===== src/hdl/btc_cfg.svh =====
`ifndef BTC_CFG_SVH
`define BTC_CFG_SVH

// ----------------------------------------------------------------
// register indices (byte address is four times the index)
// ----------------------------------------------------------------
`define BTC_IDX_CONTROL 10'h0A1
`define BTC_IDX_TUNING 10'h0A2
`define BTC_IDX_LOCK 10'h0A3
`define BTC_IDX_MISS_ACC 10'h0A4
`define BTC_IDX_FLASH_STAT 10'h0A5

// ----------------------------------------------------------------
// field positions
// ----------------------------------------------------------------
`define BTC_CTL_WREN 7
`define BTC_CTL_RDEN 6
`define BTC_CTL_PFEN 5
`define BTC_CTL_FLUSH 4
`define BTC_CTL_RETI 3
`define BTC_CTL_ISR 2
`define BTC_CTL_MOVC 1
`define BTC_CTL_BLKW 0
`define BTC_TN_ALGM 3
`define BTC_TN_FIXM 2
`define BTC_LC_PUSH 7
`define BTC_LC_POP 6
`define BTC_MA_OVF 7

// ----------------------------------------------------------------
// reset values and counts
// ----------------------------------------------------------------
`define BTC_RST_CONTROL 8'hE6
`define BTC_RST_TUNING 4'h4
`define BTC_RST_SLOT_PTR 6'h3E
`define BTC_RST_ACC 12'h000
`define BTC_RST_LFSR 8'hA5
`define BTC_SLOT_TOP 6'h3F
`define BTC_STALL_SAT 3'h7

`endif


===== src/hdl/btc_pkg.sv =====
package btc_pkg;
   typedef enum logic {BTC_APB_IDLE, BTC_APB_ANSWER} btc_apb_t;
   typedef logic [5:0] btc_slot_t;
endpackage


===== src/hdl/btc_regs.sv =====
`timescale 1ns/1ps
`default_nettype none
`include "btc_cfg.svh"

module btc_regs import btc_pkg::*; (
   input wire logic clock_in,
   input wire logic rst_n_in,
   input wire logic psel_in,
   input wire logic penable_in,
   input wire logic pwrite_in,
   input wire logic [11:0] paddr_in,
   input wire logic [31:0] pwdata_in,
   output logic [31:0] prdata_out,
   output logic pready_out,
   output logic pslverr_out,
   input wire logic miss_stall_in,
   input wire logic fill_ready_in,
   input wire logic fill_is_reti_in,
   input wire logic fill_is_isr_in,
   input wire logic fill_is_table_in,
   input wire logic table_read_in,
   input wire logic flash_busy_in,
   output logic cache_read_enable_out,
   output logic prefetch_enable_out,
   output logic fixed_rate_out,
   output logic flash_block_write_out,
   output logic cache_flush_out,
   output logic fill_write_out,
   output btc_slot_t fill_slot_out,
   output logic lock_write_out,
   output btc_slot_t lock_target_out,
   output btc_slot_t lock_slot_pointer_out,
   output logic all_unlocked_out
);

   function automatic logic btc_hit(input logic [11:0] addr, input logic [9:0] idx);
      btc_hit = (addr[11:2] == idx) && (addr[1:0] == 2'b00);
   endfunction

   // ----------------------------------------------------------------
   // apb slave: zero wait states, answer registered at setup
   // ----------------------------------------------------------------
   btc_apb_t apb_r, apb_nxt;
   logic [31:0] prdata_r, prdata_nxt;
   logic pslverr_r, pslverr_nxt;
   logic setup, wr_go, mapped;
   logic [7:0] rd_byte;
   logic [7:0] ctl_r, ctl_nxt;
   logic [3:0] tune_r, tune_nxt;
   logic [3:0] nib_r, nib_nxt;
   logic push_en_r, push_en_nxt;
   btc_slot_t slot_ptr_r, slot_ptr_nxt;
   logic [11:0] acc_r, acc_nxt;
   logic ovf_r, ovf_nxt;

   assign setup = psel_in && !penable_in;
   assign wr_go = psel_in && penable_in && pwrite_in && (apb_r == BTC_APB_ANSWER);
   assign mapped = btc_hit(paddr_in, `BTC_IDX_CONTROL) || btc_hit(paddr_in, `BTC_IDX_TUNING)
      || btc_hit(paddr_in, `BTC_IDX_LOCK) || btc_hit(paddr_in, `BTC_IDX_MISS_ACC)
      || btc_hit(paddr_in, `BTC_IDX_FLASH_STAT);

   always_comb begin
      rd_byte = 8'h00;
      if (btc_hit(paddr_in, `BTC_IDX_CONTROL)) begin
         rd_byte = ctl_r & 8'hEF;
      end else if (btc_hit(paddr_in, `BTC_IDX_TUNING)) begin
         rd_byte = {nib_r, tune_r};
      end else if (btc_hit(paddr_in, `BTC_IDX_LOCK)) begin
         rd_byte = {push_en_r, 1'b0, slot_ptr_r};
      end else if (btc_hit(paddr_in, `BTC_IDX_MISS_ACC)) begin
         rd_byte = {ovf_r, acc_r[11:5]};
      end else if (btc_hit(paddr_in, `BTC_IDX_FLASH_STAT)) begin
         rd_byte = {7'h00, flash_busy_in};
      end
   end

   always_comb begin
      apb_nxt = BTC_APB_IDLE;
      prdata_nxt = prdata_r;
      pslverr_nxt = 1'b0;
      if (setup) begin
         apb_nxt = BTC_APB_ANSWER;
         prdata_nxt = pwrite_in ? 32'h0000_0000 : {24'h00_0000, rd_byte};
         pslverr_nxt = !mapped;
      end
   end

   always_ff @(posedge clock_in or negedge rst_n_in) begin
      if (!rst_n_in) begin
         apb_r <= BTC_APB_IDLE;
         prdata_r <= 32'h0000_0000;
         pslverr_r <= 1'b0;
      end else begin
         apb_r <= apb_nxt;
         prdata_r <= prdata_nxt;
         pslverr_r <= pslverr_nxt;
      end
   end

   assign prdata_out = prdata_r;
   assign pready_out = (apb_r == BTC_APB_ANSWER);
   assign pslverr_out = pslverr_r;

   // ----------------------------------------------------------------
   // control, tuning and lock stack
   // ----------------------------------------------------------------
   logic flush_r, flush_nxt;
   logic pop_go, push_go;
   logic unlocked_r, unlocked_nxt;

   assign pop_go = wr_go && btc_hit(paddr_in, `BTC_IDX_LOCK) && pwdata_in[`BTC_LC_POP];
   assign push_go = table_read_in && push_en_r;

   always_comb begin
      ctl_nxt = ctl_r;
      tune_nxt = tune_r;
      push_en_nxt = push_en_r;
      flush_nxt = 1'b0;
      slot_ptr_nxt = slot_ptr_r;
      if (wr_go && btc_hit(paddr_in, `BTC_IDX_CONTROL)) begin
         ctl_nxt = pwdata_in[7:0] & 8'hEF;
         flush_nxt = pwdata_in[`BTC_CTL_FLUSH];
      end
      if (wr_go && btc_hit(paddr_in, `BTC_IDX_TUNING)) begin
         tune_nxt = pwdata_in[3:0];
      end
      if (wr_go && btc_hit(paddr_in, `BTC_IDX_LOCK)) begin
         push_en_nxt = pwdata_in[`BTC_LC_PUSH];
      end
      // pointer is never written by software, only pushed and popped
      if (pop_go && !push_go) begin
         slot_ptr_nxt = slot_ptr_r + 6'h01;
      end else if (push_go && !pop_go) begin
         slot_ptr_nxt = slot_ptr_r - 6'h01;
      end
      unlocked_nxt = (slot_ptr_nxt == 6'h00);
   end

   always_ff @(posedge clock_in or negedge rst_n_in) begin
      if (!rst_n_in) begin
         ctl_r <= `BTC_RST_CONTROL;
         tune_r <= `BTC_RST_TUNING;
         push_en_r <= 1'b0;
         flush_r <= 1'b0;
         slot_ptr_r <= `BTC_RST_SLOT_PTR;
         unlocked_r <= 1'b0;
      end else begin
         ctl_r <= ctl_nxt;
         tune_r <= tune_nxt;
         push_en_r <= push_en_nxt;
         flush_r <= flush_nxt;
         slot_ptr_r <= slot_ptr_nxt;
         unlocked_r <= unlocked_nxt;
      end
   end

   // ----------------------------------------------------------------
   // miss penalty accumulator
   // ----------------------------------------------------------------
   logic acc_wr, acc_rd;
   logic [12:0] acc_inc;

   assign acc_wr = wr_go && btc_hit(paddr_in, `BTC_IDX_MISS_ACC);
   // latch at setup so the nibble matches the high field just sampled
   assign acc_rd = setup && !pwrite_in && btc_hit(paddr_in, `BTC_IDX_MISS_ACC);
   assign acc_inc = {1'b0, acc_r} + 13'h0001;

   always_comb begin
      acc_nxt = acc_r;
      ovf_nxt = ovf_r;
      nib_nxt = nib_r;
      if (acc_wr) begin
         acc_nxt = {pwdata_in[6:0], 5'h00};
         ovf_nxt = 1'b0;
      end else if (miss_stall_in) begin
         acc_nxt = acc_inc[11:0];
         if (acc_inc[12]) begin
            ovf_nxt = 1'b1;
         end
      end
      if (acc_rd) begin
         nib_nxt = acc_r[4:1];
      end
   end

   always_ff @(posedge clock_in or negedge rst_n_in) begin
      if (!rst_n_in) begin
         acc_r <= `BTC_RST_ACC;
         ovf_r <= 1'b0;
         nib_r <= 4'h0;
      end else begin
         acc_r <= acc_nxt;
         ovf_r <= ovf_nxt;
         nib_r <= nib_nxt;
      end
   end

   // ----------------------------------------------------------------
   // fill decision and slot choice
   // ----------------------------------------------------------------
   logic [2:0] stall_cnt_r, stall_cnt_nxt;
   logic [3:0] pen_now;
   logic pen_ok, fill_ok, fix_slot;
   btc_slot_t limit, victim;
   logic fill_wr_r, fill_wr_nxt;
   btc_slot_t fill_slot_r, fill_slot_nxt;
   logic lock_wr_r, lock_wr_nxt;
   btc_slot_t lock_tgt_r, lock_tgt_nxt;
   logic fixed_r, fixed_nxt;

   assign pen_now = {1'b0, stall_cnt_r} + {3'h0, miss_stall_in};
   assign pen_ok = pen_now > {2'b00, tune_r[1:0]};
   // pointer zero opens the whole cache, so software stops at 61 locks
   assign limit = (slot_ptr_r == 6'h00) ? `BTC_SLOT_TOP : slot_ptr_r;
   assign fix_slot = fill_is_table_in && tune_r[`BTC_TN_FIXM];
   assign fill_ok = fill_ready_in && ctl_r[`BTC_CTL_WREN] && pen_ok
      && (!fill_is_reti_in || ctl_r[`BTC_CTL_RETI])
      && (!fill_is_isr_in || ctl_r[`BTC_CTL_ISR])
      && (!fill_is_table_in || (ctl_r[`BTC_CTL_MOVC] && !push_en_r));

   btc_slot_pick u_pick (
      .clock_in(clock_in),
      .rst_n_in(rst_n_in),
      .advance_in(fill_ok && !fix_slot),
      .random_in(tune_r[`BTC_TN_ALGM]),
      .limit_in(limit),
      .slot_out(victim)
   );

   always_comb begin
      stall_cnt_nxt = stall_cnt_r;
      if (fill_ready_in) begin
         stall_cnt_nxt = 3'h0;
      end else if (miss_stall_in && stall_cnt_r != `BTC_STALL_SAT) begin
         stall_cnt_nxt = stall_cnt_r + 3'h1;
      end
      fill_wr_nxt = fill_ok;
      // a push can drop the limit under the walker for one cycle
      fill_slot_nxt = fix_slot ? 6'h00 : ((victim > limit) ? limit : victim);
      lock_wr_nxt = push_go;
      lock_tgt_nxt = slot_ptr_r;
      fixed_nxt = !ctl_r[`BTC_CTL_RDEN] && !ctl_r[`BTC_CTL_PFEN];
   end

   always_ff @(posedge clock_in or negedge rst_n_in) begin
      if (!rst_n_in) begin
         stall_cnt_r <= 3'h0;
         fill_wr_r <= 1'b0;
         fill_slot_r <= 6'h00;
         lock_wr_r <= 1'b0;
         lock_tgt_r <= 6'h00;
         fixed_r <= 1'b0;
      end else begin
         stall_cnt_r <= stall_cnt_nxt;
         fill_wr_r <= fill_wr_nxt;
         fill_slot_r <= fill_slot_nxt;
         lock_wr_r <= lock_wr_nxt;
         lock_tgt_r <= lock_tgt_nxt;
         fixed_r <= fixed_nxt;
      end
   end

   assign cache_read_enable_out = ctl_r[`BTC_CTL_RDEN];
   assign prefetch_enable_out = ctl_r[`BTC_CTL_PFEN];
   assign flash_block_write_out = ctl_r[`BTC_CTL_BLKW];
   assign fixed_rate_out = fixed_r;
   assign cache_flush_out = flush_r;
   assign fill_write_out = fill_wr_r;
   assign fill_slot_out = fill_slot_r;
   assign lock_write_out = lock_wr_r;
   assign lock_target_out = lock_tgt_r;
   assign lock_slot_pointer_out = slot_ptr_r;
   assign all_unlocked_out = unlocked_r;
endmodule
`default_nettype wire


===== src/hdl/btc_slot_pick.sv =====
`timescale 1ns/1ps
`default_nettype none
`include "btc_cfg.svh"

module btc_slot_pick import btc_pkg::*; (
   input wire logic clock_in,
   input wire logic rst_n_in,
   input wire logic advance_in,
   input wire logic random_in,
   input wire btc_slot_t limit_in,
   output btc_slot_t slot_out
);

   // ----------------------------------------------------------------
   // victim slot: rebound walk or pseudo-random, above limit for one cycle at most
   // ----------------------------------------------------------------
   btc_slot_t slot_r, slot_nxt;
   logic up_r, up_nxt;
   logic [7:0] lfsr_r, lfsr_nxt;

   always_comb begin
      slot_nxt = slot_r;
      up_nxt = up_r;
      lfsr_nxt = {lfsr_r[6:0], lfsr_r[7] ^ lfsr_r[5] ^ lfsr_r[4] ^ lfsr_r[3]};
      if (advance_in) begin
         if (random_in) begin
            // masking keeps the pick inside the unlocked range
            slot_nxt = (lfsr_r[5:0] <= limit_in) ? lfsr_r[5:0] : (lfsr_r[5:0] & limit_in);
         end else if (slot_r >= limit_in) begin
            up_nxt = 1'b0;
            slot_nxt = (limit_in == 6'h00) ? 6'h00 : limit_in - 6'h01;
         end else if (up_r || slot_r == 6'h00) begin
            up_nxt = 1'b1;
            slot_nxt = slot_r + 6'h01;
         end else begin
            slot_nxt = slot_r - 6'h01;
         end
      end else if (slot_r > limit_in) begin
         slot_nxt = limit_in;
      end
   end

   always_ff @(posedge clock_in or negedge rst_n_in) begin
      if (!rst_n_in) begin
         slot_r <= 6'h00;
         up_r <= 1'b1;
         lfsr_r <= `BTC_RST_LFSR;
      end else begin
         slot_r <= slot_nxt;
         up_r <= up_nxt;
         lfsr_r <= lfsr_nxt;
      end
   end

   assign slot_out = slot_r;
endmodule
`default_nettype wire


===== config.mk =====
export PLATFORM = sky130hd
export DESIGN_NAME = btc_regs
export DESIGN_NICKNAME = d
export VERILOG_FILES = /design/src/hdl/btc_pkg.sv /design/src/hdl/btc_regs.sv /design/src/hdl/btc_slot_pick.sv
export VERILOG_INCLUDE_DIRS = /design/src /design/src/hdl
export SDC_FILE = /design/constraint.sdc
export NUM_CORES = 1
export LEC_CHECK = 0
export BUFFER_PORTS_ARGS = -buffer_cell sky130_fd_sc_hd__buf_2
export CAP_MARGIN = 20
export CORE_AREA = 4 4 84 125
export CTS_CLUSTER_SIZE = 14
export DETAILED_ROUTE_END_ITERATION = 12
export DIE_AREA = 0 0 88 129
export PLACE_DENSITY = 0.87
export SLEW_MARGIN = 20
export SYNTH_ARGS = -nofsm -noshare
export SYNTH_HDL_FRONTEND = slang
export SYNTH_SLANG_ARGS = --single-unit

===== constraint.sdc =====
create_clock -name clock_in -period 3.8 [get_ports clock_in]
set_input_delay 0.38 -clock clock_in [delete_from_list [all_inputs] [get_ports clock_in]]
set_output_delay 0.38 -clock clock_in [all_outputs]
set_load 0.01 [all_outputs]

# == Yosys cells after proc, flatten, opt, wreduce, memory -nomap -nowiden ==
# Cells that the tools add are included.
# Widths: inputs -> output; s select.
# op_classes
n_addsub,8
magnitude_cmp,4
eq_ne,6
muxes,29
n_bitwise,5
reduce_logical,60
# op_table
op,n
$mux 6,11
$eq 10x8->1 const B,5
$mux 8,5
$logic_and 1x1->1,29
$logic_not 6->1,4
$mux 12,2
$sub 6x1->6 const B,3
$add 12x1->13 const B,1
$add 6x1->6 const B,2
$logic_not 1->1,12
$mux 1,9
$logic_or 1x1->1,8
$reduce_bool 2->1,4
$and 6x6->6,1
$ge 6x6->1,1
$gt 6x6->1,1
$le 6x6->1,1
$mux 3,2
$add 3x1->4,1
$gt 4x2->1,1
$add 3x1->3 const B,1
$ne 3x3->1 const B,1
$reduce_and 3->1,1
$xor 1x1->1,3
other kinds (3),3
# word_totals
register_bits,104
output_inout_bits,60
elab_cells,133

# == Longest topological paths before layout ==
# Gate-level depths: netlist of run 1.
# depth
word_depth,10
depth_mapped,14
mapped_depth_nobuf,12

# == Cells and area by module ==
# From an unflattened synthesis of run 1, not the netlist that was laid out.
# hier_totals
cells_unflattened,540
hier_area_um2,5323.9
# modules_own_cells
mod,instances,cells_each,area_per_inst_um2,seq_area_each_um2
btc_regs,1,387,3821.2,1640.3
btc_slot_pick,1,153,1502.7,381.6

# == Worst setup path after synthesis of run 1 ==
# Ideal clock, no wire load.
# synth_timing
path_type,reg2reg
from,reg slot_ptr_r[1] (netlist: lock_slot_pointer_out[1])
to,reg u_pick.slot_r[0] (netlist: u_pick.slot_out[0])
arrival_time_ps,3203
setup_slack_ps,456
stages_incl_launch_ff,15
path_buffers,2
synth_period_minus_slack_ps,3344
cell_sequence,dfstp_2 clkbuf_1 inv_1 ha_1 or3b_1 buf_6 nor2_1 or2_2 ha_1 nor3_1 a211oi_1 o211ai_1 o21a_1 o311ai_0 o32ai_1
# synth_via
elab_chain_len,7
elab_cells_between_ends,14
# synth_lines
element,line_no,text
"start, declared",btc_regs.sv:52,"btc_slot_t slot_ptr_r, slot_ptr_nxt;"
"start signal, assigned",btc_regs.sv:145,slot_ptr_r <= `BTC_RST_SLOT_PTR;
"start signal, assigned",btc_regs.sv:152,slot_ptr_r <= slot_ptr_nxt;
$logic_not 6->1,btc_regs.sv:214,assign limit = (slot_ptr_r == 6'h00) ? `BTC_SLOT_TOP : slot_ptr_r;
$mux 6 (*),btc_regs.sv:214,
$sub 6x1->6 or $logic_not 6->1 (tied branches),btc_slot_pick.sv:31,slot_nxt = (limit_in == 6'h00) ? 6'h00 : limit_in - 6'h01;
$mux 6,btc_slot_pick.sv:31,
$mux 6,btc_slot_pick.sv:29,end else if (slot_r >= limit_in) begin
$mux 6,btc_slot_pick.sv:26,if (random_in) begin
$mux 6 (*),btc_slot_pick.sv:25,if (advance_in) begin
via u_pick.slot_nxt[0],btc_slot_pick.sv:17,"btc_slot_t slot_r, slot_nxt;"
"end signal, assigned",btc_slot_pick.sv:49,slot_r <= slot_nxt;
"end, declared",btc_slot_pick.sv:17,
# Mark *: on every way through the listed nets, which the timed path passes. The rest lies on a longest branch.
# A chain may end at the register's enable or synchronous reset.

# == Worst setup path in the final report of run 1 ==
# layout_timing
from,reg slot_ptr_r[1] (netlist: lock_slot_pointer_out[1])
to,reg u_pick.slot_r[2] (netlist: u_pick.slot_out[2])
# Same word-level chain as after synthesis.

==> metrics.txt, run 1 <==
status finished, final reports clean; Slew Limit Headroom 0.5315; First-pass DRT Iterations 5; RSZ-0062 raised after global routing no; Slew Limit Fails 0; CTS tree built; routed length on met2 a little over 7000 um; worst-margin pin slew about 700 ps; first-pass GRT wire length ~22,000 um; synth warn 0; total congestion overflow 0; vias per cell between 6 and 7; drt drc 0; fin util 0.6118; layout cells sized above 1 0.2274; uppermost layer routed met5; Detail Route Antenna Nets 0; largest net degree at the start of global routing 81; vias in the first global route between 4k and 5k; post-route insts no fill 710; Pwr per Cell Area approximately 470 nW/um^2; CTS root buf clkbuf_16; Detail Placement HPWL 10,290 um; final-layout fill cell count around 800; Worst VDD drop around 0.35 mV; Final Hold Viols 0; final setup violation count 0; placed insts roughly 690; H-tree depth 3; top post-synthesis cells by area dfrtp_1 (32%), dfstp_2 (8.4%), ha_1 (6.0%), mux2_2 (4.0%), buf_4 (3.6%); Total GRT Usage 0.2557; met1 wire length 4736 um; worst hold-check path type input pin to flip-flop; pre-CTS setup slack 366.0 ps; die width roughly 88 um; CP required around 4000 ps; IO buf count 67; CTS Buffer Depth 2; 1st-iter DRT viols about 490; post-layout minimum cycle time roughly 3500 ps; ys flop type dfrtp_1; Cells after Synth ~530; routed via count around 4.5k; # IOs ~120; overall routed net length 13,870 um; die area roughly 11,000 um^2; Seq cells post-synth 80; routed wl met3 approximately 900 um; core area between 9000 and 10,000 um^2; Synth area leader dfrtp_1; initial antenna violation count 1; TritonCTS Buffers 9; synthesis-to-layout area growth 13.27%; Final GP Congestion a little over 1; commonest non-fill, non-tap cell in the layout buf_2; cts repair resizes 0; Die Ht approximately 130 um; synth unique cells roughly 70; setup_tns 0 ps; CTS sink cnt 80; Worst Skew between 9 and 10 ps; Synth Cell Area 5027 um^2; Setup CP Type flip-flop to flip-flop; clk slew on worst S/H paths approximately 60 ps; Mean Syn Cell Area 9.468 um^2; commonest cells after routing, fill and taps aside buf_2 (66), dfrtp_1 (64), nor2_1 (48), nand2_1 (33), a21oi_1 (31); fmax between 0.2 and 0.3 GHz; Crit. End Element flip-flop; P_leak between 0.002 and 0.003 uW; Worst Setup Start Kind flip-flop; crit-path max FO 7; setup ws final around 250 ps; Post-synth EDFFs 0; post-CTS setup buffer count 0; Nets slightly below 700; # hold bufs at CTS 0; Seq/Total Area, Yosys 0.4022; Arr. time, crit path 3740 ps; area share of the largest cell type after synthesis 0.3186; routed length per placed instance around 20 um; Max Cap Violations 0; fraction of registers with async set/reset 1.000; final period utilization 0.9335; Starting Density 0.5401; Clk Latency, worst-skew pair ~340 ps; row count 43; # diodes 0
through the flow:
step | hold WS [ps] | instance area [um^2] | power [uW]
global placement | 335.6 | 5351 | 1782
global route | 262.1 | 5694 | 2851
floorplan | 84.41 | 5114 | 1602
finish | 250.4 | 5694 | 2704
CTS | 240.3 | 5657 | 2701
detailed placement | 336.7 | 5351 | 1813
area by class of cell:
class | count | area [um^2] | share of cell area
tap | 112 | 140.1 | 0.02461
sequential | 80 | 2022 | 0.3551
inverter | 22 | 82.58 | 0.01450
timing repair buffer | 75 | 420.4 | 0.07383
clock inverter | 5 | 62.56 | 0.01099
clock buffer | 11 | 242.7 | 0.04263
multi-input combinational | 405 | 2724 | 0.4784
synthesized netlist by cell type (all sizes together) (15+ instances only):
cell     n
inv     22
mux2    19
a21oi   31
nor2    48
ha      24
nand2   33
o21ai   20
nor3    17
dfrtp   64
clkbuf  15
buf     32
dfstp   16
critical path, stage by stage (launching register included):
cell      delay [ps]
dfstp_2          530
inv_1            110
ha_1             250
or3b_1           380
nor2_1            60
or2_2            310
ha_1             330
nor4_1           480
a21oi_1          250
o21a_1           230
o311ai_0         350
o32ai_1          130
routing by layer:
layer,vias up,global-route usage
met5,-,0
li1,2018,-
met4,2,0.1852
met3,75,0.04805
met1,2137,0.2712
met2,244,0.4427
cell families after synthesis:
group,after synthesis,share of synthesized area
adder cells (fa/ha/maj),28,0.07018
XOR/XNOR,21,0.03659
multiplexers,25,0.05450
AO/OA/AOI/OAI,120,0.1692
buffers and inverters,69,0.07317
AND/OR/NAND/NOR,187,0.1934
other,1,0.0007459
flip-flops,80,0.4022
sequential cells by signal (all words and copies together) (netlist names), 3 cells and up:
| name | cells |
|---|---|
| acc_r | 12 |
| lock_slot_pointer_out | 6 |
| ctl_r | 7 |
| fill_slot_out | 6 |
| u_pick.lfsr_r | 8 |
| tune_r | 4 |
| nib_r | 4 |
| stall_cnt_r | 3 |
| u_pick.slot_out | 6 |
| lock_target_out | 6 |
| prdata_out | 8 |
report_power, final:
part,internal (uW),switching [uW]
Clock,531,354
Sequential,945,112
Combinational,327,434
Total,1800,900
path summary, 6_finish.rpt:
| check | startpoint | endpoint | slack (ps) | depth (start not counted) |
|---|---|---|---|---|
| max | lock_slot_pointer_out[1]$_DFF_PN1_ | u_pick.slot_out[2]$_DFF_PN0_ | 250 | 11 |
| min in group asynchronous | rst_n_in | lock_target_out[3]$_DFF_PN0_ | 460 | 2 |
| max in group asynchronous | rst_n_in | u_pick.lfsr_r[0]$_DFF_PN1_ | 2700 | 3 |
| max reg2reg | lock_slot_pointer_out[1]$_DFF_PN1_ | u_pick.slot_out[2]$_DFF_PN0_ | 250 | 11 |
| min reg2reg | u_pick.lfsr_r[6]$_DFF_PN0_ | u_pick.lfsr_r[7]$_DFF_PN1_ | 350 | 0 |
| min | pwrite_in | prdata_out[0]$_DFFE_PN0P_ | 250 | 2 |
No activity file was read; power rests on OpenSTA's default activity.
==> inputs of run 2 (changes only) <==
--- a/config.mk
+++ b/config.mk
@@ -8,11 +8,11 @@
 export LEC_CHECK = 0
 export BUFFER_PORTS_ARGS = -buffer_cell sky130_fd_sc_hd__buf_2
 export CAP_MARGIN = 20
-export CORE_AREA = 4 4 84 125
+export CORE_AREA = 4 4 92 137
 export CTS_CLUSTER_SIZE = 14
 export DETAILED_ROUTE_END_ITERATION = 12
-export DIE_AREA = 0 0 88 129
-export PLACE_DENSITY = 0.87
+export DIE_AREA = 0 0 96 141
+export PLACE_DENSITY = 0.75
 export SLEW_MARGIN = 20
 export SYNTH_ARGS = -nofsm -noshare
 export SYNTH_HDL_FRONTEND = slang
==> metrics.txt, run 2 (same netlist as run 1, synthesis figures left out) <==
status finished, final reports clean (unchanged); Total GRT Usage 0.2125 (was 0.2557); Clock power frac 0.325 (was 0.328); layout cells sized above 1 0.2321 (was 0.2274); fmax 0.2874 GHz (was 0.2819 GHz); IO buf count 67 (unchanged); Final GP Congestion 0.9330 (was 1.020); placed insts 733 (was 692); Crit. End Element flip-flop (unchanged); setup_tns 0 ps (unchanged); final period utilization 0.9157 (was 0.9335); row count 48 (was 43); Worst VDD drop 0.3012 mV (was 0.3482 mV); crit-path max FO 7 (unchanged); # diodes 0 (unchanged); H-tree depth 3 (unchanged); P_int 1796 uW (was 1803 uW); max reg flops 12 (unchanged); die width 96 um (was 88 um); uppermost layer routed met4 (was met5); RSZ-0062 raised after global routing no (unchanged); commonest non-fill, non-tap cell in the layout buf_2 (unchanged); die area 13,540 um^2 (was 11,350 um^2); Die Ht 141 um (was 129 um); final setup violation count 0 (unchanged); vias in the first global route 4,350 (was 4,522); Clk Latency, worst-skew pair 350 ps (was 340 ps); Max Cap Violations 0 (unchanged); post-layout minimum cycle time 3480 ps (was 3547 ps); Slew Limit Fails 0 (unchanged); First-pass DRT Iterations 6 (was 5); CTS tree built (unchanged); 1st-iter DRT viols 288 (was 485); Detail Route Antenna Nets 0 (unchanged); drt drc 0 (unchanged); largest net degree at the start of global routing 81 (unchanged); WHS 71.07 ps (was 250.4 ps); CTS sink cnt 80 (unchanged); Net Sw Frac 0.3356 (was 0.3330); # hold bufs at CTS 0 (unchanged); Worst Setup Start Kind flip-flop (unchanged); net switching power 907.0 uW (was 900.3 uW); total congestion overflow 0 (unchanged); vias per cell 5.830 (was 6.304); Detail Placement HPWL 10,520 um (was 10,290 um); post-CTS setup buffer count 0 (unchanged); routed wl met3 709 um (was 922 um); sequential share of power 0.389 (was 0.391); cts repair resizes 0 (unchanged); CP required 4010 ps (was 3990 ps); Pwr per Cell Area 471.9 nW/um^2 (was 474.8 nW/um^2); Reg with most FFs acc_r (unchanged); Nets 675 (was 674); routed via count 4,367 (was 4,476); sequential cell area 2022 um^2 (unchanged); CTS Buffer Depth 2 (unchanged); routed length on met2 7380 um (was 7185 um); synthesis-to-layout area growth 13.94% (was 13.27%); routed length per placed instance 18.15 um (was 19.54 um); met1 wire length 4852 um (was 4736 um); Starting Density 0.4383 (was 0.5401); Multi-input gate area 2724 um^2 (unchanged); Slew Limit Headroom 0.5248 (was 0.5315); final-layout fill cell count 1,064 (was 781); worst-margin pin slew 712.8 ps (was 696.8 ps); core area 11,470 um^2 (was 9308 um^2); commonest cells after routing, fill and taps aside buf_2 (66), dfrtp_1 (64), nor2_1 (48), nand2_1 (33), a21oi_1 (31) (unchanged); Final Hold Viols 0 (unchanged); clk slew on worst S/H paths 70 ps (was 60 ps); Final Power 2703 uW (was 2704 uW); # IOs 116 (unchanged); Arr. time, crit path 3690 ps (was 3740 ps); overall routed net length 13,600 um (was 13,870 um); Setup CP Type flip-flop to flip-flop (unchanged); initial antenna violation count 0 (was 1); P_leak 0.002613 uW (was 0.002610 uW); Comb pwr share 0.286 (was 0.282); worst hold-check path type input pin to asynchronous set/reset pin (was input pin to flip-flop); Worst Skew 10.22 ps (was 9.191 ps); TritonCTS Buffers 9 (unchanged); CTS root buf clkbuf_16 (unchanged); first-pass GRT wire length 22,210 um (was 22,250 um); post-route insts no fill 749 (was 710)
==> run 2: cell types whose count changed in the layout (fill, tap and decap cells not counted), sizes merged <==
cell and change:
clkbuf -2, dlygate4sd3 -1, clkinvlp -1, clkinv +3, buf +2
==> run 2: area by class of cell <==
type / instances / share of cell area
clock buffers: 9 / 0.03932
clock inverters: 7 / 0.01354
repair buffers: 76 / 0.07143
flip-flops and latches: 80 / 0.3530
multi-input cells: 405 / 0.4755
inverters: 22 / 0.01442
well taps: 150 / 0.03277
==> run 2: power by group through the flow <==
stage	clock [uW]	combinational [uW]	sequential, uW
floorplan	0	561	1040
global placement	0	741	1060
detailed placement	0	764	1070
CTS	895	770	1050
global route	929	867	1060
finish	878	773	1050
==> run 2: final timing paths <==
| check | startpoint | endpoint | slack [ps] | cells after the start |
|---|---|---|---|---|
| worst max-delay path | lock_slot_pointer_out[1]$_DFF_PN1_ | u_pick.slot_out[4]$_DFF_PN0_ | 320 | 12 |
| worst min-delay path | rst_n_in | acc_r[11]$_DFFE_PN0P_ | 70 | 1 |
| worst max register to register | lock_slot_pointer_out[1]$_DFF_PN1_ | u_pick.slot_out[4]$_DFF_PN0_ | 320 | 12 |
| worst min register to register | u_pick.lfsr_r[6]$_DFF_PN0_ | u_pick.lfsr_r[7]$_DFF_PN1_ | 360 | 0 |
| max in group asynchronous | rst_n_in | stall_cnt_r[1]$_DFFE_PN0P_ | 3240 | 1 |
| min in group clock_in | fill_ready_in | stall_cnt_r[2]$_DFFE_PN0P_ | 230 | 2 |
==> run 2: worst max-delay path, cell delays in order (launching register included) <==
cell and delay (ps):
dfstp_2 530, inv_1 80, ha_1 240, or3b_1 360
nor2_1 60, or2_2 330, ha_1 360, nor3_1 80
a211oi_1 270, o211ai_1 250, o21a_1 310, o311ai_0 310
o32ai_1 150
==> run 2: through the flow <==
stage                     setup slack [ps]  area (um^2)    util
final                                320.4         5728  0.4993
after global routing                 78.62         5728  0.4993
after CTS                            341.2         5724  0.4990
after detailed placement             355.1         5421  0.4726
after global placement               559.6         5421  0.4726
after floorplan                      456.1         5114       -
==> run 2: layer usage <==
metal | up-vias | GRT usage
met1 | 2134 | 0.2320
met4 | 0 | 0.1154
met3 | 45 | 0.03310
met5 | - | 0
met2 | 170 | 0.3808
li1 | 2018 | -
==> inputs of run 3 (changes only) <==
==> constraint.sdc (replaced) <==
create_clock -name clock_in -period 3.5 [get_ports clock_in]
set_input_delay 0.35 -clock clock_in [delete_from_list [all_inputs] [get_ports clock_in]]
set_output_delay 0.35 -clock clock_in [all_outputs]
set_load 0.01 [all_outputs]
==> metrics.txt, run 3 (same netlist as run 1, synthesis figures left out) <==
status finished, final reports clean (unchanged); Final GP Congestion 0.9533 (was 0.9330); max reg flops 12 (unchanged); commonest non-fill, non-tap cell in the layout buf_2 (unchanged); total congestion overflow 0 (unchanged); routed via count 4,304 (was 4,367); die width 96 um (unchanged); final period utilization 0.9424 (was 0.9157); Arr. time, crit path 3500 ps (was 3690 ps); First-pass DRT Iterations 5 (was 6); Worst Skew 7.539 ps (was 10.22 ps); Max Cap Violations 0 (unchanged); row count 48 (unchanged); die area 13,540 um^2 (unchanged); CTS Buffer Depth 2 (unchanged); routed length per placed instance 18.08 um (was 18.15 um); first-pass GRT wire length 22,380 um (was 22,210 um); vias in the first global route 4,337 (was 4,350); layout cells sized above 1 0.2447 (was 0.2321); Detail Placement HPWL 10,580 um (was 10,520 um); Die Ht 141 um (unchanged); Setup CP Type flip-flop to flip-flop (unchanged); cts repair resizes 0 (unchanged); final setup violation count 0 (unchanged); P_leak 0.002679 uW (was 0.002613 uW); crit-path max FO 6 (was 7); Crit. End Element flip-flop (unchanged); Multi-input gate area 2724 um^2 (unchanged); # hold bufs at CTS 0 (unchanged); worst hold-check path type input pin to asynchronous set/reset pin (unchanged); 1st-iter DRT viols 273 (was 288); commonest cells after routing, fill and taps aside buf_2 (66), dfrtp_1 (64), nor2_1 (48), nand2_1 (33), a21oi_1 (31) (unchanged); sequential cell area 2022 um^2 (unchanged); Starting Density 0.4383 (unchanged); fmax 0.3032 GHz (was 0.2874 GHz); CTS sink cnt 80 (unchanged); CP required 3710 ps (was 4010 ps); CTS root buf clkbuf_16 (unchanged); drt drc 0 (unchanged); H-tree depth 3 (unchanged); TritonCTS Buffers 9 (unchanged); Total GRT Usage 0.2152 (was 0.2125); Detail Route Antenna Nets 0 (unchanged); Worst VDD drop 0.3147 mV (was 0.3012 mV); # diodes 0 (unchanged); Slew Limit Headroom 0.5107 (was 0.5248); placed insts 743 (was 733); synthesis-to-layout area growth 16.10% (was 13.94%); RSZ-0062 raised after global routing no (unchanged); initial antenna violation count 0 (unchanged); worst-margin pin slew 734.0 ps (was 712.8 ps); final-layout fill cell count 1,062 (was 1,064); IO buf count 67 (unchanged); post-route insts no fill 759 (was 749); Slew Limit Fails 0 (unchanged); # IOs 116 (unchanged); Pwr per Cell Area 527.0 nW/um^2 (was 471.9 nW/um^2); Reg with most FFs acc_r (unchanged); overall routed net length 13,720 um (was 13,600 um); core area 11,470 um^2 (unchanged); Final Hold Viols 0 (unchanged); vias per cell 5.671 (was 5.830); post-CTS setup buffer count 0 (unchanged); post-layout minimum cycle time 3298 ps (was 3480 ps); setup_tns 0 ps (unchanged); Nets 685 (was 675); clk slew on worst S/H paths 70 ps (about the same); Clk Latency, worst-skew pair 350 ps (about the same); largest net degree at the start of global routing 81 (unchanged); CTS tree built (unchanged); Worst Setup Start Kind flip-flop (unchanged)
[run 3: routing by layer]
layer	up-vias	track usage	part of all wire	wire length (um)
met3	41	0.04485	0.044	610
met5	-	0	0	0
met2	133	0.3771	0.54	7348
met4	0	0.1087	0.047	639
met1	2095	0.2392	0.37	5120
li1	2035	-	-	-
[run 3: path summary, 6_finish.rpt]
| check | startpoint | end | slack, ps | cells past startpoint |
|---|---|---|---|---|
| worst max-delay path | lock_slot_pointer_out[1]$_DFF_PN1_ | u_pick.slot_out[2]$_DFF_PN0_ | 200 | 12 |
| worst min-delay path | rst_n_in | acc_r[11]$_DFFE_PN0P_ | 50 | 1 |
| worst max register to register | lock_slot_pointer_out[1]$_DFF_PN1_ | u_pick.slot_out[2]$_DFF_PN0_ | 200 | 12 |
| worst min register to register | u_pick.lfsr_r[6]$_DFF_PN0_ | u_pick.lfsr_r[7]$_DFF_PN1_ | 350 | 0 |
| max in group asynchronous | rst_n_in | lock_target_out[2]$_DFF_PN0_ | 2950 | 1 |
| min in group clock_in | fill_ready_in | stall_cnt_r[2]$_DFFE_PN0P_ | 200 | 2 |
[run 3: final cells by class]
type | instances | area share
clock inverters | 7 | 0.01908
inverters | 22 | 0.01415
repair buffers | 86 | 0.08296
multi-input cells | 405 | 0.4667
well taps | 150 | 0.03215
flip-flops and latches | 80 | 0.3464
clock buffers | 9 | 0.03859
[run 3: through the flow]
stage	util	total power (uW)	hold slack [ps]	setup slack (ps)	area, um^2
floorplan	-	1740	54.41	156.1	5114
global placement	0.4792	1990	337.3	362.9	5497
detailed placement	0.4792	2018	339.5	252.7	5497
CTS	0.5085	3081	197.1	248.4	5833
global route	0.5088	3253	94.18	1.235	5837
finish	0.5088	3076	48.75	201.6	5837
[run 3: worst max-delay path, cell delays in order, from the launching register on]
cell and delay (ps):
dfstp_2 530, inv_1 90, ha_1 250, or3b_1 250
nor2_1 50, or2_2 330, ha_1 370, nor3_1 80
a211oi_1 270, o211ai_1 160, o21a_1 270, o311ai_0 370
o32ai_1 150
[run 3: power by group]
group	switching (uW)	internal [uW]
Clock	418	640
Combinational	511	387
Sequential	95.0	1030
